File: config.mk
export PLATFORM = sky130hd
export DESIGN_NAME = sndc_top
export DESIGN_NICKNAME = d
export VERILOG_FILES = /design/src/hw/sndc_pkg.sv /design/src/hw/sndc_if.sv /design/src/hw/sndc_top.sv /design/src/hw/sndc_decide.sv
export VERILOG_INCLUDE_DIRS = /design/src /design/src/hw
export SDC_FILE = /design/constraint.sdc
export NUM_CORES = 1
export LEC_CHECK = 0
export ABC_AREA = 1
export BUFFER_PORTS_ARGS = -buffer_cell sky130_fd_sc_hd__buf_2
export CAP_MARGIN = 20
export CORE_ASPECT_RATIO = 1.1
export CORE_MARGIN = 3
export CORE_UTILIZATION = 44
export DETAILED_ROUTE_END_ITERATION = 8
export PLACE_DENSITY = 0.66
export SLEW_MARGIN = 0
export SYNTH_ARGS = -nofsm -noshare
export SYNTH_HDL_FRONTEND = slang
export SYNTH_SLANG_ARGS = --single-unit
File: constraint.sdc
create_clock -name mclk_in -period 2.34 [get_ports mclk_in]
set_input_delay 0.468 -clock mclk_in [delete_from_list [all_inputs] [get_ports mclk_in]]
set_output_delay 0.468 -clock mclk_in [all_outputs]
set_load 0.01 [all_outputs]
File: src/hw/sndc_cfg.svh
// Register offsets, field positions and reset values of the detector block.
// Assumes byte-wide registers on an 8-bit address port.
`ifndef SNDC_CFG_SVH
`define SNDC_CFG_SVH
`define SNDC_ADDR_RUN_A     8'h71
`define SNDC_ADDR_WAKE_A    8'h72
`define SNDC_ADDR_NDCFG_A   8'h81
`define SNDC_ADDR_NTHR_A    8'h82
`define SNDC_ADDR_RUN_B     8'h91
`define SNDC_ADDR_WAKE_B    8'h92
`define SNDC_ADDR_NDCFG_B   8'ha1
`define SNDC_ADDR_NTHR_B    8'ha2
`define SNDC_ADDR_LOW_A     8'hb6
`define SNDC_ADDR_LOW_B     8'hb7
`define SNDC_ADDR_READOUT   8'hc0
`define SNDC_ADDR_STATE     8'hc1
`define SNDC_ADDR_IRQ_STAT  8'hc2
`define SNDC_ADDR_IRQ_MASK  8'hc3
`define SNDC_THR_MSB        5
`define SNDC_THR_LSB        0
`define SNDC_CNT_MSB        7
`define SNDC_CNT_LSB        6
`define SNDC_MODE_MSB       5
`define SNDC_MODE_LSB       4
`define SNDC_LOW_RB_BIT     7
`define SNDC_IRQ_RISE_BIT   0
`define SNDC_IRQ_FALL_BIT   1
`define SNDC_RST_REG        8'h00
`define SNDC_RST_CNT        2'h0
`endif

File: src/hw/sndc_pkg.sv
// Types shared by the detector block.
// Assumes sndc_cfg.svh is on the include path.
package sndc_pkg;
  typedef enum logic [1:0] {
    SNDC_MODE_SIG     = 2'b00,
    SNDC_MODE_NOISE   = 2'b01,
    SNDC_MODE_BOTH    = 2'b10,
    SNDC_MODE_SIG_LOW = 2'b11
  } sndc_mode_t;
  typedef logic [5:0] sndc_thr_t;
  typedef logic [1:0] sndc_cnt_t;
endpackage : sndc_pkg

File: src/hw/sndc_if.sv
// Carrier between register file and decision logic.
// Assumes both ends share one clock.
`timescale 1ns/10ps
interface sndc_if;
  import sndc_pkg::*;
  logic             sample;
  logic [7:0]       ask_q;
  logic [7:0]       fsk_n;
  logic [7:0]       low_meas;
  logic             wake;
  sndc_thr_t        run_thr;
  sndc_cnt_t        run_cnt;
  sndc_thr_t        wake_thr;
  sndc_cnt_t        wake_cnt;
  sndc_mode_t       mode;
  logic [7:0]       noise_thr;
  sndc_thr_t        low_thr;
  logic             sig_det;
  logic             noise_det;
  logic             valid;
  modport regs (output sample, ask_q, fsk_n, low_meas, wake, run_thr, run_cnt, wake_thr,
                output wake_cnt, mode, noise_thr, low_thr, input sig_det, noise_det, valid);
  modport dec  (input sample, ask_q, fsk_n, low_meas, wake, run_thr, run_cnt, wake_thr,
                input wake_cnt, mode, noise_thr, low_thr, output sig_det, noise_det, valid);
endinterface : sndc_if

File: src/hw/sndc_top.sv
// Signal and noise detector register file, readout and interrupt.
// Assumes a synchronous byte register port and one quality sample strobe.
//
// The address-and-strobe port was left to the implementer.
`timescale 1ns/10ps
`include "sndc_cfg.svh"
module sndc_top
  import sndc_pkg::*;
(
  // Clock and reset
  input  wire logic       mclk_in,
  input  wire logic       reset_n_in,
  input  wire logic       clk_en_in,
  // Register port
  input  wire logic [7:0] addr_in,
  input  wire logic [7:0] wdata_in,
  input  wire logic       wr_in,
  input  wire logic       rd_in,
  output logic      [7:0] rdata_out,
  // Datapath quality inputs
  input  wire logic       sample_in,
  input  wire logic [7:0] ask_quality_value_in,
  input  wire logic [7:0] fsk_noise_value_in,
  input  wire logic [7:0] low_signal_value_in,
  // Operating context
  input  wire logic       config_sel_in,
  input  wire logic       wake_mode_in,
  // Results
  output logic            data_valid_out,
  output logic            signal_detect_out,
  output logic            noise_detect_out,
  output logic            irq_out
);
  logic [7:0] run_q   [2];
  logic [7:0] wake_q  [2];
  logic [7:0] ndcfg_q [2];
  logic [7:0] nthr_q  [2];
  logic [7:0] low_q   [2];
  logic [1:0] irq_stat_q;
  logic [1:0] irq_stat_d;
  logic [1:0] irq_mask_q;
  logic       irq_q;
  logic [7:0] rdata_q;
  logic       valid_prev_q;
  logic       set_idx;
  logic [7:0] readout;
  logic       stat_rd;

  sndc_if ifc ();

  assign set_idx = config_sel_in;

  always_ff @(posedge mclk_in or negedge reset_n_in) begin
    if (!reset_n_in) begin
      for (int i = 0; i < 2; i++) begin
        run_q[i]   <= `SNDC_RST_REG;
        wake_q[i]  <= `SNDC_RST_REG;
        ndcfg_q[i] <= `SNDC_RST_REG;
        nthr_q[i]  <= `SNDC_RST_REG;
        low_q[i]   <= `SNDC_RST_REG;
      end
    end else if (clk_en_in && wr_in) begin
      case (addr_in)
        `SNDC_ADDR_RUN_A:   run_q[0]   <= wdata_in;
        `SNDC_ADDR_RUN_B:   run_q[1]   <= wdata_in;
        `SNDC_ADDR_WAKE_A:  wake_q[0]  <= wdata_in;
        `SNDC_ADDR_WAKE_B:  wake_q[1]  <= wdata_in;
        // Tuning bits are stored as written; the datapath sits outside this block
        `SNDC_ADDR_NDCFG_A: ndcfg_q[0] <= wdata_in;
        `SNDC_ADDR_NDCFG_B: ndcfg_q[1] <= wdata_in;
        `SNDC_ADDR_NTHR_A:  nthr_q[0]  <= wdata_in;
        `SNDC_ADDR_NTHR_B:  nthr_q[1]  <= wdata_in;
        `SNDC_ADDR_LOW_A:   low_q[0]   <= wdata_in;
        `SNDC_ADDR_LOW_B:   low_q[1]   <= wdata_in;
        default: ;
      endcase
    end
  end

  always_ff @(posedge mclk_in or negedge reset_n_in) begin
    if (!reset_n_in) begin
      irq_mask_q <= 2'h0;
    end else if (clk_en_in && wr_in && addr_in == `SNDC_ADDR_IRQ_MASK) begin
      irq_mask_q <= wdata_in[1:0];
    end
  end

  assign ifc.sample    = sample_in && clk_en_in;
  assign ifc.ask_q     = ask_quality_value_in;
  assign ifc.fsk_n     = fsk_noise_value_in;
  assign ifc.low_meas  = low_signal_value_in;
  assign ifc.wake      = wake_mode_in;
  assign ifc.run_thr   = run_q[set_idx][`SNDC_THR_MSB:`SNDC_THR_LSB];
  assign ifc.wake_thr  = wake_q[set_idx][`SNDC_THR_MSB:`SNDC_THR_LSB];
  assign ifc.run_cnt   = run_q[set_idx][`SNDC_CNT_MSB:`SNDC_CNT_LSB];
  assign ifc.wake_cnt  = wake_q[set_idx][`SNDC_CNT_MSB:`SNDC_CNT_LSB];
  assign ifc.mode      = sndc_mode_t'(ndcfg_q[set_idx][`SNDC_MODE_MSB:`SNDC_MODE_LSB]);
  assign ifc.noise_thr = nthr_q[set_idx];
  assign ifc.low_thr   = low_q[set_idx][`SNDC_THR_MSB:`SNDC_THR_LSB];

  sndc_decide u_sndc_decide (
    .mclk_in    (mclk_in),
    .reset_n_in (reset_n_in),
    .clk_en_in  (clk_en_in),
    .ifc        (ifc.dec)
  );

  assign readout = low_q[set_idx][`SNDC_LOW_RB_BIT] ? low_signal_value_in
                                                    : ask_quality_value_in;
  assign stat_rd = rd_in && addr_in == `SNDC_ADDR_IRQ_STAT;

  // Write-only registers read as zero so that reads never leak stale config
  always_ff @(posedge mclk_in or negedge reset_n_in) begin
    if (!reset_n_in) begin
      rdata_q <= 8'h00;
    end else if (clk_en_in) begin
      if (rd_in) begin
        case (addr_in)
          `SNDC_ADDR_READOUT:  rdata_q <= readout;
          `SNDC_ADDR_STATE:    rdata_q <= {5'h00, ifc.noise_det, ifc.sig_det, ifc.valid};
          `SNDC_ADDR_IRQ_STAT: rdata_q <= {6'h00, irq_stat_q};
          `SNDC_ADDR_IRQ_MASK: rdata_q <= {6'h00, irq_mask_q};
          default:             rdata_q <= 8'h00;
        endcase
      end else begin
        rdata_q <= 8'h00;
      end
    end
  end

  // Set beats the read-clear so an edge in the read cycle is kept
  always_comb begin
    irq_stat_d = stat_rd ? 2'h0 : irq_stat_q;
    if (ifc.valid && !valid_prev_q) begin
      irq_stat_d[`SNDC_IRQ_RISE_BIT] = 1'b1;
    end
    if (!ifc.valid && valid_prev_q) begin
      irq_stat_d[`SNDC_IRQ_FALL_BIT] = 1'b1;
    end
  end

  always_ff @(posedge mclk_in or negedge reset_n_in) begin
    if (!reset_n_in) begin
      irq_stat_q   <= 2'h0;
      valid_prev_q <= 1'b0;
      irq_q        <= 1'b0;
    end else if (clk_en_in) begin
      irq_stat_q   <= irq_stat_d;
      valid_prev_q <= ifc.valid;
      irq_q        <= |(irq_stat_d & irq_mask_q);
    end
  end

  assign rdata_out         = rdata_q;
  assign data_valid_out    = ifc.valid;
  assign signal_detect_out = ifc.sig_det;
  assign noise_detect_out  = ifc.noise_det;
  assign irq_out           = irq_q;

  property p_run_store;
    @(posedge mclk_in) disable iff (!reset_n_in)
    clk_en_in && wr_in && addr_in == `SNDC_ADDR_RUN_B |=> run_q[1] == $past(wdata_in);
  endproperty
  a_run_store: assert property (p_run_store) else $error("run copy B not stored");
  property p_run_apart;
    @(posedge mclk_in) disable iff (!reset_n_in)
    clk_en_in && wr_in && addr_in == `SNDC_ADDR_RUN_A |=> run_q[1] == $past(run_q[1]);
  endproperty
  a_run_apart: assert property (p_run_apart) else $error("copy A write hit copy B");
  property p_readback_low;
    @(posedge mclk_in) disable iff (!reset_n_in)
    clk_en_in && rd_in && addr_in == `SNDC_ADDR_READOUT && low_q[set_idx][7]
    |=> rdata_out == $past(low_signal_value_in);
  endproperty
  a_readback_low: assert property (p_readback_low) else $error("low readback wrong");
  property p_readback_ask;
    @(posedge mclk_in) disable iff (!reset_n_in)
    clk_en_in && rd_in && addr_in == `SNDC_ADDR_READOUT && !low_q[set_idx][7]
    |=> rdata_out == $past(ask_quality_value_in);
  endproperty
  a_readback_ask: assert property (p_readback_ask) else $error("quality readback wrong");
  property p_sig_input;
    @(posedge mclk_in) disable iff (!reset_n_in)
    clk_en_in && sample_in && !wake_mode_in && ifc.run_cnt == 2'h0 &&
    ask_quality_value_in <= {2'h0, ifc.run_thr} |=> !signal_detect_out;
  endproperty
  a_sig_input: assert property (p_sig_input) else $error("detect without quality");
  property p_irq_hold;
    @(posedge mclk_in) disable iff (!reset_n_in)
    clk_en_in && ($rose(data_valid_out)) && irq_mask_q[0]
    |=> irq_out ##1 (irq_out || $past(stat_rd) || $past(wr_in));
  endproperty
  a_irq_hold: assert property (p_irq_hold) else $error("interrupt not raised");
  c_irq: cover property (@(posedge mclk_in) disable iff (!reset_n_in) $rose(irq_out));
  c_low_rb: cover property (@(posedge mclk_in) disable iff (!reset_n_in)
    rd_in && addr_in == `SNDC_ADDR_READOUT && low_q[set_idx][7]);
endmodule : sndc_top

File: src/hw/sndc_decide.sv
// Signal and noise comparison, threshold counter and data-valid decision.
// Assumes the register file presents the active configuration set.
`timescale 1ns/10ps
`include "sndc_cfg.svh"
module sndc_decide
  import sndc_pkg::*;
(
  // Clock and reset
  input  wire logic mclk_in,
  input  wire logic reset_n_in,
  input  wire logic clk_en_in,
  // Configuration and results
  sndc_if.dec       ifc
);
  function automatic logic above(input logic [7:0] v, input sndc_thr_t t);
    above = v > {2'h0, t};
  endfunction : above

  sndc_thr_t  thr;
  sndc_cnt_t  lim;
  logic       sig_above;
  logic       noise_below;
  logic       low_above;
  sndc_cnt_t  run_q;
  sndc_cnt_t  run_d;
  logic       sig_d;
  logic       valid_d;
  logic       sig_q;
  logic       noise_q;
  logic       valid_q;

  assign thr = ifc.wake ? ifc.wake_thr : ifc.run_thr;
  assign lim = ifc.wake ? ifc.wake_cnt : ifc.run_cnt;
  assign sig_above   = above(ifc.ask_q, thr);
  assign noise_below = ifc.fsk_n < ifc.noise_thr;
  assign low_above   = above(ifc.low_meas, ifc.low_thr);

  always_comb begin
    run_d = sig_above ? ((run_q == 2'h3) ? run_q : run_q + 2'h1) : 2'h0;
    sig_d = sig_above && ((lim == `SNDC_RST_CNT) || (run_d >= lim));
  end

  always_comb begin
    case (ifc.mode)
      SNDC_MODE_SIG:     valid_d = sig_d;
      SNDC_MODE_NOISE:   valid_d = noise_below;
      SNDC_MODE_BOTH:    valid_d = sig_d && noise_below;
      SNDC_MODE_SIG_LOW: valid_d = sig_d && noise_below && low_above;
      default:           valid_d = 1'b0;
    endcase
  end

  always_ff @(posedge mclk_in or negedge reset_n_in) begin
    if (!reset_n_in) begin
      run_q   <= `SNDC_RST_CNT;
      sig_q   <= 1'b0;
      noise_q <= 1'b0;
      valid_q <= 1'b0;
    end else if (clk_en_in && ifc.sample) begin
      run_q   <= run_d;
      sig_q   <= sig_d;
      noise_q <= noise_below;
      valid_q <= valid_d;
    end
  end

  assign ifc.sig_det   = sig_q;
  assign ifc.noise_det = noise_q;
  assign ifc.valid     = valid_q;

  property p_mode_sig;
    @(posedge mclk_in) disable iff (!reset_n_in)
    clk_en_in && ifc.sample && ifc.mode == SNDC_MODE_SIG |=> ifc.valid == ifc.sig_det;
  endproperty
  a_mode_sig: assert property (p_mode_sig) else $error("valid differs from signal detect");
  property p_mode_noise;
    @(posedge mclk_in) disable iff (!reset_n_in)
    clk_en_in && ifc.sample && ifc.mode == SNDC_MODE_NOISE |=> ifc.valid == ifc.noise_det;
  endproperty
  a_mode_noise: assert property (p_mode_noise) else $error("valid differs from noise");
  property p_run_thr;
    @(posedge mclk_in) disable iff (!reset_n_in)
    clk_en_in && ifc.sample && !ifc.wake && ifc.run_cnt == 2'h0 &&
    ifc.ask_q > {2'h0, ifc.run_thr} |=> ifc.sig_det;
  endproperty
  a_run_thr: assert property (p_run_thr) else $error("run threshold missed");
  property p_wake_thr;
    @(posedge mclk_in) disable iff (!reset_n_in)
    clk_en_in && ifc.sample && ifc.wake && ifc.ask_q <= {2'h0, ifc.wake_thr} |=> !ifc.sig_det;
  endproperty
  a_wake_thr: assert property (p_wake_thr) else $error("wake threshold ignored");
  property p_counter;
    @(posedge mclk_in) disable iff (!reset_n_in)
    clk_en_in && ifc.sample && !ifc.wake && ifc.run_cnt == 2'h2 && run_q == 2'h0
    |=> !ifc.sig_det;
  endproperty
  a_counter: assert property (p_counter) else $error("counter did not delay detect");
  property p_noise;
    @(posedge mclk_in) disable iff (!reset_n_in)
    clk_en_in && ifc.sample |=> ifc.noise_det == ($past(ifc.fsk_n) < $past(ifc.noise_thr));
  endproperty
  a_noise: assert property (p_noise) else $error("noise detect wrong");
  property p_low;
    @(posedge mclk_in) disable iff (!reset_n_in)
    clk_en_in && ifc.sample && ifc.mode == SNDC_MODE_SIG_LOW &&
    ifc.low_meas <= {2'h0, ifc.low_thr} |=> !ifc.valid;
  endproperty
  a_low: assert property (p_low) else $error("low threshold not applied");
  c_valid_rise: cover property (@(posedge mclk_in) disable iff (!reset_n_in)
    $rose(ifc.valid));
  c_low_mode: cover property (@(posedge mclk_in) disable iff (!reset_n_in)
    ifc.mode == SNDC_MODE_SIG_LOW && ifc.valid);
endmodule : sndc_decide

---- Yosys cells after proc, flatten, opt, wreduce, memory -nomap -nowiden ----
Cells that the tools add are included.
word-level totals
  register bits ........................... 95
  bits in latches ......................... 0
  memory bits (writable) .................. 0
  ROM bits ................................ 0
  input port bits ......................... 48
  output and inout bits ................... 12
  logic and storage cells ................. 97
  memories kept ........................... 0
cells by class
  add/subtract/negate cells ............... 1
  multipliers ............................. 0
  div/mod/pow operators ................... 0
  magnitude comparators ................... 5
  eq/ne operators ......................... 18
  shifts and indexed selects .............. 0
  muxes and demuxes ....................... 26
  bitwise gates (word level) .............. 2
  reductions and logical operators ........ 26
operators by type and width
  kind                                                                    count
  8-bit 2-to-1 mux                                                        14
  8-bit equality test (second input constant)                             12
  8-bit case mux with 4 select lines                                      1
  6-bit 2-to-1 mux                                                        4
  2-bit AND reduction                                                     10
  8-bit by 7-bit equality test with 1-bit output (second input constant)  2
  8-bit by 6-bit greater-than comparator with 1-bit output                2
  1-bit logical AND                                                       10
  8-bit less-than comparator                                              1
  2-bit 2-to-1 mux                                                        4
  2-bit equality test (second input constant)                             3
  2-bit zero test                                                         2
  1-bit case mux with 4 select lines                                      1
  2-bit by 1-bit adder with 2-bit output (second input constant)          1
  2-bit bitwise AND                                                       1
  2-bit by 1-bit equality test with 1-bit output (second input constant)  1
  2-bit greater-or-equal comparator                                       1
  2-bit greater-or-equal comparator (second input constant)               1
  1-bit zero test                                                         2
  1-bit 2-to-1 mux                                                        2
  1-bit inverter with 2-bit output                                        1
  2-bit OR reduction                                                      1
  1-bit logical OR                                                        1

---- Depth between registers and ports, before layout ----
Gate-level depths: netlist (run 1).
  word-level depth ........................ 13
  depth in mapped cells ................... 28
  mapped depth without buffers ............ 25

---- Modules after synthesis ----
A second synthesis (run 1) with hierarchy kept.
second synthesis, totals
  cell total of the unflattened synthesis .. 616
  area, all modules ....................... 4,729.5 um2
modules (own cells, without submodules)
  module       times used  cells each  area an instance (um2)  seq. area each (um2)
  sndc_top     1           477         3,797.4                 2,001.9
  sndc_decide  1           139         932.1                   125.1

---- Worst setup path after synthesis (run 1) ----
No wires, ideal clock.
  path type ............................... input port to flip-flop
  start point ............................. input port config_sel_in
  end point ............................... register u_sndc_decide.valid_q (netlist: u_sndc_decide.ifc.valid)
  setup time .............................. 119 ps
  arrival time ............................ 2,893 ps
  required time ........................... 2,221 ps
  path slack .............................. -671 ps
  cell stages on the path ................. 24
  buffers on the path ..................... 3
  cell sequence ........................... buf_4 buf_2 buf_2 a21oi_1 a32o_1 ha_1 nand2_1 inv_1 nand2_1 nand2_1 nand2_1 nand2_1 nand2_1 a21oi_1 inv_1 ha_1 inv_1 nand2_1 a21oi_1 nand2_1 nand4_1 nor2_1 nor2_1 nand2_1
on the way
  word-level cells in the longest chain between the ends .. 13
  elaborated cells on any way between the ends .. 33
  classes of those cells .................. 4 x order compare; 3 x eq/ne; 19 x mux; 1 x bitwise; 6 x reduce/logical
RTL lines
  element                                                   RTL line                              source
  from (decl)                                               sndc_top.sv:26                        input wire logic config_sel_in,
  1-bit inverter with 2-bit output (not written as such) *  -
  8-bit 2-to-1 mux (on tied branches) (3 in series)         sndc_top.sv:95, sndc_top.sv:96
  6-bit 2-to-1 mux                                          sndc_decide.sv:32                     assign thr = ifc.wake ? ifc.wake_thr : ifc.run_thr;
  8-bit by 6-bit greater-than comparator with 1-bit output  sndc_decide.sv:16                     above = v > {2'h0, t};
  2-bit 2-to-1 mux                                          sndc_decide.sv:39                     run_d = sig_above ? ((run_q == 2'h3) ? run_q : run_q + 2'h1) : 2'h0;
  2-bit greater-or-equal comparator                         sndc_decide.sv:40                     sig_d = sig_above && ((lim == `SNDC_RST_CNT) || (run_d >= lim));
  1-bit logical OR                                          sndc_decide.sv:40
  1-bit logical AND                                         sndc_decide.sv:40
  1-bit logical AND                                         sndc_decide.sv:47, sndc_decide.sv:48
  1-bit logical AND                                         sndc_decide.sv:48                     SNDC_MODE_SIG_LOW: valid_d = sig_d && noise_below && low_above;
  1-bit case mux with 4 select lines *                      sndc_decide.sv:44                     case (ifc.mode)
  to (signal assigned)                                      sndc_decide.sv:63                     valid_q <= valid_d;
  to (decl)                                                 sndc_decide.sv:30                     logic valid_q;
Mark *: on every way between the ends. The rest lies on a longest branch, timed or not. The select of a mux whose other input is x is not followed.
A chain may end at the register's enable or synchronous reset.

---- Worst setup path after layout (run 1) ----
  start point ............................. input port wake_mode_in
  end point ............................... register u_sndc_decide.valid_q (netlist: u_sndc_decide.ifc.valid)
on the way
  word-level cells in the longest chain between the ends .. 9
  elaborated cells on any way between the ends .. 11
  classes of those cells .................. 2 x order compare; 4 x mux; 5 x reduce/logical
RTL lines
  element                                                     RTL line                              source
  from (decl)                                                 sndc_top.sv:27                        input wire logic wake_mode_in,
  6-bit 2-to-1 mux *                                          sndc_decide.sv:32
  8-bit by 6-bit greater-than comparator with 1-bit output *  sndc_decide.sv:16
  2-bit 2-to-1 mux *                                          sndc_decide.sv:39
  via u_sndc_decide.run_d[1]                                  sndc_decide.sv:25                     sndc_cnt_t run_d;
  2-bit greater-or-equal comparator *                         sndc_decide.sv:40
  1-bit logical OR *                                          sndc_decide.sv:40
  1-bit logical AND *                                         sndc_decide.sv:40
  1-bit logical AND                                           sndc_decide.sv:47, sndc_decide.sv:48
  1-bit logical AND                                           sndc_decide.sv:48
  1-bit case mux with 4 select lines *                        sndc_decide.sv:44
Mark *: on every way through the listed nets, which the timed path passes. The rest lies on a longest branch.

==> impl_metrics.toml, run 1 <==
[cts]
clk-insertion-delay-late_ns = 0.35
holdBufCountCts = 0
cts_sinks = 85
cts_tree = "yes"
ctsRootBufferMaster = "clkbuf_8"
clk_path_buf_depth = 2
numCtsBuffers = 9
htree_levels = 3
path_clk_slew_ns = 0.09

[synthesis]
synthTopCellsByArea = "dfrtp_1 (47%), nand2_1 (15%), ha_1 (5.7%)"
synth_warnings = 0
syn_area_per_cell_um2 = 8.482
synth_nets = 608
yosys.area.top_type = "dfrtp_1"
synth.top_cells.by_count = "nand2_1 (186), dfrtp_1 (85), o21ai_0 (49), inv_1 (43), ha_1 (21)"
synthCells = 539
synth-edff-count = 0
ys_ff_latch = 85
seq_area_frac_synth_pct = 46.52
netlist_area_um2 = 4572
synth_cell_types = 32
synth_flop_cell = "dfrtp_1"
ys_async_sr_fraction_pct = 100.0
post-synth-top-count-cell = "nand2_1"
synth_top_area_share_pct = 46.52

[detailed_routing]
post_drt_wl_per_cell_um = 14.93
vias_per_cell = 5.179
drc = 0
drtIter0Drc = 178
vias = 3869
drt_wl_total_um = 11150
ant_nets = 0
dr.pass1.iters = 4

[pwr]
ir_drop_mv = 0.2413
power_leakage_uw = 0.002692
powerDensity_nw_per_um2 = 569.1

[outcome]
status = "finished with violations"
violations = "negative setup slack"

[sta]
finalCritPeriodShare_pct = 105.7
max_freq_mhz = 404.2
worst_slew_pin_slew_ns = 0.5847
fin_crit_ns = 2.474
timing.final.ws_setup_ns = -0.1342
clock_skew_ns = 0.01074
worst_hold_slack_ns = 0.1177
rsz0062_at_grt = "yes"
maxSlewHeadroom_pct = 61.02
setup_viol = 2
hold_viol_final = 0
slew_viol_final = 0

[floorplanning]
io_pins = 60
die_width_um = 103.2
dieArea_um2 = 11650
start_util_pct = 45.79
row_count = 38
die_y_um = 112.9
core_area_um2 = 9985

[global_route]
grt_pass1_wl_um = 18190
grt_antenna_before_repair = 0
overflow = 0
grt_util_all_layers_pct = 19.91
grt_pass1_vias = 3800
grt_start_max_net_pins = 47

[cells_and_area]
regArea_um2 = 2127
multi_input_area_um2 = 2192
drive_above_1_share_pct = 25.84
nFillCells = 944
final_cells = 747
final_cell_area_um2 = 5381
fin_nets = 691
antenna_cells = 0
area_growth_syn_to_layout_pct = 17.71
finish.utilization_pct = 53.90

[placed_design]
dpl_cell_area_um2 = 5007
pre_cts_ws_ns = -0.6528
dp.final_hpwl_um = 8347
io_buffers = 59
place_inst = 717
gp_congestion = 0.8864

[worst_setup_path]
end_kind = "flop"
r2r_cells = 20
start_kind = "input pin"
crit_type = "in -> reg"
r2r_start = "run_q[11]$_DFFE_PN0P_"
worstSetupStartpoint = "wake_mode_in"
ff2ff_setup_slack_ns = -0.12
r2r_end = "u_sndc_decide.ifc.valid$_DFFE_PN0P_"
path_cells = "clkbuf_4 -> clkinvlp_4 -> a32o_2 -> ha_4 -> nand2_1 -> nand2_1 -> nand2_2 -> nand2_1 -> nand2_1 -> nand2_2 -> nand2_2 -> a21oi_1 -> ha_1 -> a21oi_2 -> nand2_1 -> inv_1 -> nor2_1 -> nand2_1 -> nand2_1 -> nand2_1 -> nand2_1"
critPathMaxFanout = 6
cp_slowest_stage_delay_ns = 0.31
crit_end = "u_sndc_decide.ifc.valid$_DFFE_PN0P_"
required_ns = 2.57
worst_ep_arrival_time_ns = 2.71
crit_path_top_delay_cell = "a32o_2"
path_common_cell = "nand2_1"

[worst_hold_path]
hold_class = "in -> async"

[flow_run]
maxCapViolCount = 0
## cell families after synthesis
group	count (synthesis)	share of synthesized area [%]
buffers and inverters	63	6.951
AO/OA/AOI/OAI	114	14.92
multiplexers	15	3.284
adder cells (fa/ha/maj)	21	5.747
flip-flops	85	46.52
AND/OR/NAND/NOR	241	22.58
## how the worst min path moves through the flow
stage / end / slack [ns] / cells after the start
after floorplan: irq_mask_q[0]$_DFFE_PN0P_ / 0.17 / 0
after global placement: rdata_out[2]$_DFFE_PN0P_ / 0.46 / 2
after detailed placement: rdata_out[2]$_DFFE_PN0P_ / 0.47 / 2
after CTS: irq_out$_DFFE_PN0P_ / 0.13 / 1
after global routing: irq_out$_DFFE_PN0P_ / 0.15 / 1
final: irq_stat_q[0]$_DFFE_PN0P_ / 0.12 / 1
## cell type report
type,count,area share (%)
clock inverters,4,0.8835
inverters,45,3.302
repair buffers,88,9.812
flip-flops and latches,85,39.53
multi-input cells,391,40.73
clock buffers,12,2.697
repair inverters,2,0.2558
well taps,120,2.790
## sequential cells by signal, summed over array words and instances (netlist names), 2 cells and up
| name | count |
|---|---|
| rdata_out | 8 |
| irq_mask_q | 2 |
| wake_q | 16 |
| u_sndc_decide.run_q | 2 |
| low_q | 14 |
| irq_stat_q | 2 |
| run_q | 16 |
| ndcfg_q | 4 |
| nthr_q | 16 |
## per-layer routing
metal | track usage [%] | up-vias | part of all wire (%)
met4 | 6.736 | 0 | 1.8
li1 | - | 1944 | -
met2 | 32.73 | 93 | 47
met3 | 3.021 | 18 | 4.3
met1 | 26.70 | 1814 | 46
met5 | 0 | - | 0
## where the power goes
group | internal [µW] | switching [µW] | leakage [µW]
logic | 189 | 279 | 0.00143
clock network | 521 | 504 | 0.0000964
registers | 1530 | 42.6 | 0.00117
## layout by cell type (no fill, tap or decap), types with 15 or more instances in the layout
cell type | netlist | routed
buf_2 | 5 | 56
buf_4 | 2 | 29
dfrtp_1 | 85 | 85
ha_1 | 21 | 18
inv_1 | 43 | 40
mux2i_1 | 15 | 15
nand2_1 | 186 | 180
nor2_1 | 16 | 15
o21ai_0 | 49 | 49
o21ai_1 | 19 | 19
o21ai_2 | 20 | 20
## worst max-delay path, delay by kind of cell
family	cells	cell delay, ns
AND/OR/NAND/NOR	13	0.71
AO/OA/AOI/OAI	3	0.65
adder cells (fa/ha/maj)	2	0.56
buffers and inverters	3	0.33
## per-stage QoR
step | total power, µW | TNS, ns
2_1_floorplan | 1839 | -0.8108
3_3_place_gp | 2012 | -1.137
3_5_place_dp | 2029 | -1.478
4_1_cts | 3062 | -0.2411
5_1_grt | 3208 | -0.4521
6_report | 3063 | -0.1427
## what timing repair did
action | 4_1_cts | 5_1_grt
endpoints found under the hold margin | 0 | 0
pin swaps | 5 | 6
cloned | 2 | 0
endpoints found under the setup margin | 2 | 3
resized for setup | 3 | 19
buffers inserted | 8 | 4
No activity file was read; power rests on OpenSTA's default activity.
==> inputs of run 2 (changes only) <==
--- a/config.mk
+++ b/config.mk
@@ -9,7 +9,6 @@
 export ABC_AREA = 1
 export BUFFER_PORTS_ARGS = -buffer_cell sky130_fd_sc_hd__buf_2
 export CAP_MARGIN = 20
-export CORE_ASPECT_RATIO = 1.1
 export CORE_MARGIN = 3
 export CORE_UTILIZATION = 44
 export DETAILED_ROUTE_END_ITERATION = 8
==> impl_metrics.toml, run 2 (same netlist as run 1, synthesis figures left out) <==
[outcome]
status = "finished with violations"
violations = "negative setup slack"

[cells_and_area]
area_growth_syn_to_layout_pct = 18.83
drive_above_1_share_pct = 25.16
final_cell_mix = "nand2_1 (183), dfrtp_1 (85), buf_2 (56), o21ai_0 (48), inv_1 (41)"
top_regs = "nthr_q: 16 flops, run_q: 16 flops, wake_q: 16 flops"
regArea_um2 = 2127
nFillCells = 912
final_common_cell = "nand2_1"
multi_input_area_um2 = 2198
antenna_cells = 0
fin_nets = 686
finish.utilization_pct = 54.58

[floorplanning]
io_pins = 60
die_y_um = 107.9
dieArea_um2 = 11650
row_count = 36
core_area_um2 = 9955
start_util_pct = 45.93
die_width_um = 107.9

[sta]
finalCritPeriodShare_pct = 110.9
max_freq_mhz = 385.3
slew_viol_final = 0
maxSlewHeadroom_pct = 66.45
fin_crit_ns = 2.595
hold_viol_final = 0
worst_slew_pin_slew_ns = 0.5018
setup_viol = 2
clock_skew_ns = 0.01135
rsz0062_at_grt = "yes"
timing.final.ws_setup_ns = -0.2552
worst_hold_slack_ns = 0.02864

[placed_design]
pre_cts_ws_ns = -0.6846
io_buffers = 59
gp_congestion = 0.9305
dp.final_hpwl_um = 8293

[detailed_routing]
drc = 0
vias_per_cell = 5.179
drt_wl_total_um = 11490
drtIter0Drc = 232
post_drt_wl_per_cell_um = 15.25
dr.pass1.iters = 5
vias = 3900
ant_nets = 0

[global_route]
grt_util_all_layers_pct = 20.16
grt_pass1_vias = 3758
overflow = 0
grt_antenna_before_repair = 0
grt_pass1_wl_um = 18290
grt_start_max_net_pins = 59

[pwr]
power_leakage_uw = 0.002705
p_sw_share_pct = 25.78
p_seq_share_pct = 48.0
ir_drop_mv = 0.3206
p_comb_share_pct = 14.6
powerDensity_nw_per_um2 = 601.9
p_int_uw = 2427
p_sw_uw = 843.1
clockPowerShare_pct = 37.4

[worst_setup_path]
path_cells = "buf_4 -> inv_8 -> nand2_1 -> a32o_2 -> ha_4 -> nand2_1 -> nand2_1 -> nand2_1 -> nand2_1 -> nand2_1 -> nand2_2 -> nand2_2 -> a21oi_2 -> inv_1 -> ha_1 -> inv_1 -> nand2_1 -> a21oi_2 -> nand2_1 -> nand4_1 -> nor2_1 -> nor2_1 -> nand2_1"
crit_path_top_delay_cell = "a32o_2"
critPathTopFamily = "simple AND/OR/NAND/NOR gates"
end_kind = "flop"
critPathMaxFanout = 14
cp_slowest_stage_delay_ns = 0.28
crit_type = "in -> reg"
cp.buffers_inverters = 4
required_ns = 2.58
path_common_cell = "nand2_1"
start_kind = "input pin"
worst_ep_arrival_time_ns = 2.83

[cts]
htree_levels = 3
cts_tree = "yes"
clk_path_buf_depth = 2
clk-insertion-delay-late_ns = 0.35
cts_sinks = 85
ctsRootBufferMaster = "clkbuf_8"
numCtsBuffers = 9
path_clk_slew_ns = 0.09
holdBufCountCts = 0

[flow_run]
maxCapViolCount = 0

[worst_hold_path]
hold_class = "in -> async"
[run 2: cell types whose count changed in the layout (fill, tap and decap cells not counted), moves of 2 or more]
cell        delta
clkinvlp_4     -2
buf_12         +2
clkinv_2       -2
nand2_2        -3
bufinv_16      +2
buf_4          -4
nand2_1        +3
[run 2: worst reg2reg max path, cell delays in order, from the launching register on]
cell and delay, ns:
dfrtp_1 0.38, nand2_1 0.07, a32o_2 0.28, ha_4 0.27, nand2_1 0.05, nand2_1 0.06
nand2_1 0.05, nand2_1 0.05, nand2_1 0.06, nand2_2 0.07, nand2_2 0.07, a21oi_2 0.13
inv_1 0.06, ha_1 0.26, inv_1 0.05, nand2_1 0.06, a21oi_2 0.13, nand2_1 0.08
nand4_1 0.11, nor2_1 0.05, nor2_1 0.09, nand2_1 0.06
[run 2: area by class of cell]
type / instances / share of cell area [%]
Inverter: 45 / 3.316
Clock inverter: 4 / 1.819
Sequential cell: 85 / 39.15
Tap cell: 133 / 3.063
Multi-Input combinational cell: 391 / 40.47
Clock buffer: 10 / 2.349
Timing Repair Buffer: 85 / 9.834
[run 2: worst paths after layout]
check | end | from | slack, ns | cells past startpoint
max reg2reg | u_sndc_decide.ifc.valid$_DFFE_PN0P_ | run_q[9]$_DFFE_PN0P_ | -0.24 | 21
min in group mclk_in | rdata_out[2]$_DFFE_PN0P_ | rd_in | 0.38 | 3
max | u_sndc_decide.ifc.valid$_DFFE_PN0P_ | config_sel_in | -0.26 | 23
min reg2reg | rdata_out[2]$_DFFE_PN0P_ | rdata_out[2]$_DFFE_PN0P_ | 0.48 | 2
min | rdata_out[3]$_DFFE_PN0P_ | reset_n_in | 0.03 | 1
max in group asynchronous | wake_q[7]$_DFFE_PN0P_ | reset_n_in | 1.67 | 2
[run 2: power by group through the flow]
stage / clock network (µW) / registers (µW) / logic, µW
global route: 1310 / 1580 / 538
global placement: 0 / 1600 / 418
finish: 1220 / 1570 / 478
floorplan: 0 / 1590 / 248
CTS: 1240 / 1570 / 465
detailed placement: 0 / 1600 / 432
[run 2: per-stage QoR]
stage / std cells / instance area, µm² / total power, µW / setup TNS [ns]
CTS: 752 / 5383 / 3276 / -0.4499
global placement: 731 / 5044 / 2015 / -1.044
finish: 753 / 5433 / 3270 / -0.4638
detailed placement: 731 / 5044 / 2029 / -1.322
floorplan: 539 / 4607 / 1839 / -0.8108
global route: 753 / 5433 / 3422 / -0.7521
[run 2: layer usage]
layer	routed length, µm	share of wire, %	global-route usage, %	up-vias
met3	719	6.3	4.537	11
met5	0	0	0	-
met1	5416	47	27.96	1850
li1	-	-	-	1927
met2	5206	45	32.37	112
met4	144	1.3	4.779	0
[run 2: timing repair]
| action | in CTS | in global routing |
|---|---|---|
| pin swaps | 16 | 11 |
| buffers inserted | 7 | 1 |
| setup endpoints to repair | 2 | 2 |
| gates resized for setup | 13 | 10 |
==> inputs of run 3 (changes only) <==
--- a/config.mk
+++ b/config.mk
@@ -7,12 +7,12 @@
 export NUM_CORES = 1
 export LEC_CHECK = 0
 export ABC_AREA = 1
-export BUFFER_PORTS_ARGS = -buffer_cell sky130_fd_sc_hd__buf_2
 export CAP_MARGIN = 20
 export CORE_MARGIN = 3
 export CORE_UTILIZATION = 44
 export DETAILED_ROUTE_END_ITERATION = 8
-export PLACE_DENSITY = 0.66
+export DONT_BUFFER_PORTS = 1
+export PLACE_DENSITY = 0.64
 export SLEW_MARGIN = 0
 export SYNTH_ARGS = -nofsm -noshare
 export SYNTH_HDL_FRONTEND = slang
==> impl_metrics.toml, run 3 (same netlist as run 1, synthesis figures left out) <==
[outcome]
status = "finished with violations"
violations = "negative hold slack, negative setup slack"

[sta]
setup_viol = 2
timing.final.ws_setup_ns = -0.2343
fin_crit_ns = 2.574
max_freq_mhz = 388.5
worst_hold_slack_ns = -0.2084
hold_viol_final = 85
worst_slew_pin_slew_ns = 0.4823
slew_viol_final = 0
maxSlewHeadroom_pct = 67.76
rsz0062_at_grt = "yes"
finalCritPeriodShare_pct = 110.0
setup_tns_ns = -0.4034
clock_skew_ns = 0.01074

[detailed_routing]
dr.pass1.iters = 4
post_drt_wl_per_cell_um = 15.87
vias = 3610
drtIter0Drc = 226
vias_per_cell = 5.270
drt_wl_total_um = 10870
ant_nets = 0
drc = 0

[global_route]
grt_busiest_layer = "met2"
grt_start_max_net_pins = 86
groute.layer.met3.usage_pct = 6.030
grt.met1_usage_pct = 25.96
grt_util_all_layers_pct = 19.33
grt_pass1_vias = 3536
met2_usage_pct = 30.33
overflow = 0
grt_pass1_wl_um = 17620
grt_antenna_before_repair = 0

[worst_setup_path]
path_common_cell = "nand2_1"
required_ns = 2.59
worst_ep_arrival_time_ns = 2.82
cp.buffers_inverters = 2
r2r_cells = 21
critPathTopFamily = "simple AND/OR/NAND/NOR gates"
r2r_end = "u_sndc_decide.ifc.valid$_DFFE_PN0P_"
cp_slowest_stage_delay_ns = 0.36
end_kind = "flop"
start_kind = "flop"
ff2ff_setup_slack_ns = -0.23
crit_type = "reg -> reg"
crit_path_top_delay_cell = "dfrtp_1"
r2r_start = "wake_q[1]$_DFFE_PN0P_"
path_cells = "a21oi_1 -> a32o_1 -> ha_1 -> nand2_1 -> nand2_1 -> nand2_1 -> nand2_1 -> nand2_1 -> nand2_2 -> nand2_4 -> a21oi_4 -> inv_2 -> ha_4 -> inv_2 -> nand2_2 -> a21oi_2 -> nand2_1 -> nand4_1 -> nor2_1 -> nor2_1 -> nand2_1"
critPathMaxFanout = 3

[floorplanning]
row_count = 36
start_util_pct = 45.93
core_area_um2 = 9955
die_width_um = 107.9
dieArea_um2 = 11650
die_y_um = 107.9
io_pins = 60

[cells_and_area]
finish.utilization_pct = 50.54
area_growth_syn_to_layout_pct = 10.04
fin_nets = 616
final_common_cell = "nand2_1"
drive_above_1_share_pct = 16.85
final_cell_area_um2 = 5031
antenna_cells = 0
final_cell_mix = "nand2_1 (181), dfrtp_1 (85), o21ai_0 (49), inv_1 (39), o21ai_2 (20)"
top_regs = "nthr_q: 16 flops, run_q: 16 flops, wake_q: 16 flops"

[pwr]
powerDensity_nw_per_um2 = 604.6
ir_drop_mv = 0.3299
power_leakage_uw = 0.002383
power.total_uw = 3042

[flow_run]
maxCapViolCount = 0

[placed_design]
dp.final_hpwl_um = 7636
io_buffers = 0
dpl_cell_area_um2 = 4658
gp_congestion = 0.8414
pre_cts_ws_ns = -0.6304

[cts]
numCtsBuffers = 9
path_clk_slew_ns = 0.09
clk_path_buf_depth = 2
cts_tree = "yes"
clk-insertion-delay-late_ns = 0.36
htree_levels = 3
cts_sinks = 85
ctsRootBufferMaster = "clkbuf_8"

[worst_hold_path]
hold_class = "in -> async"
==> run 3: cell types whose count changed in the layout (fill, tap and decap cells not counted), moves of 2 or more <==
cell,delta
clkbuf_8,+3
buf_4,-10
bufinv_16,-2
nand2_1,-2
buf_2,-56
inv_2,+2
ha_4,+2
inv_1,-2
buf_12,-2
==> run 3: worst reg2reg max path: cells and delay by family (launching register included) <==
family	cells	cell delay (ns)
fa+ha+maj	2	0.52
simple gates	13	0.92
flops	1	0.36
compound gates	4	0.58
buf+inv	2	0.11
==> run 3: timing repair <==
action | CTS | global route
buffers inserted | 3 | 4
pin swaps | 6 | 17
gates resized for setup | 2 | 21
hold endpoints to repair | 85 | 85
setup endpoints to repair | 2 | 2
==> run 3: per-layer routing <==
layer	up-vias	wire [µm]
met5	-	0
met1	1715	5142
met4	0	117
met3	9	822
li1	1782	-
met2	104	4789
==> run 3: final cells by class <==
class	count	area (µm²)
Fill cell	956	4923
Multi-Input combinational cell	391	2238
Sequential cell	85	2127
Inverter	45	175.2
Clock buffer	13	168.9
Tap cell	133	166.4
Timing Repair Buffer	15	112.6
Clock inverter	3	42.54
==> run 3: how the worst max path moves through the flow <==
stage	start	to	slack [ns]	cells after the start
floorplan	config_sel_in	u_sndc_decide.ifc.valid$_DFFE_PN0P_	-0.46	27
detailed placement	wake_mode_in	u_sndc_decide.ifc.valid$_DFFE_PN0P_	-0.63	24
finish	wake_q[1]$_DFFE_PN0P_	u_sndc_decide.ifc.valid$_DFFE_PN0P_	-0.23	21
CTS	run_q[3]$_DFFE_PN0P_	u_sndc_decide.ifc.valid$_DFFE_PN0P_	-0.20	23
global route	run_q[1]$_DFFE_PN0P_	u_sndc_decide.ifc.valid$_DFFE_PN0P_	-0.41	21
global placement	wake_mode_in	u_sndc_decide.ifc.valid$_DFFE_PN0P_	-0.48	24
==> run 3: metrics by stage <==
step           cells  hold slack (ns)
5_1_grt          685          -0.2279
6_report         685          -0.2084
2_1_floorplan    539           0.1724
4_1_cts          681          -0.2192
3_5_place_dp     662           0.1749
3_3_place_gp     662           0.1746
==> run 3: where the power goes <==
part	switching [µW]	internal [µW]	leakage (µW)
Combinational	202	150	0.00111
Sequential	47.3	1530	0.00117
Clock	535	581	0.000106
Total	784	2260	0.00238
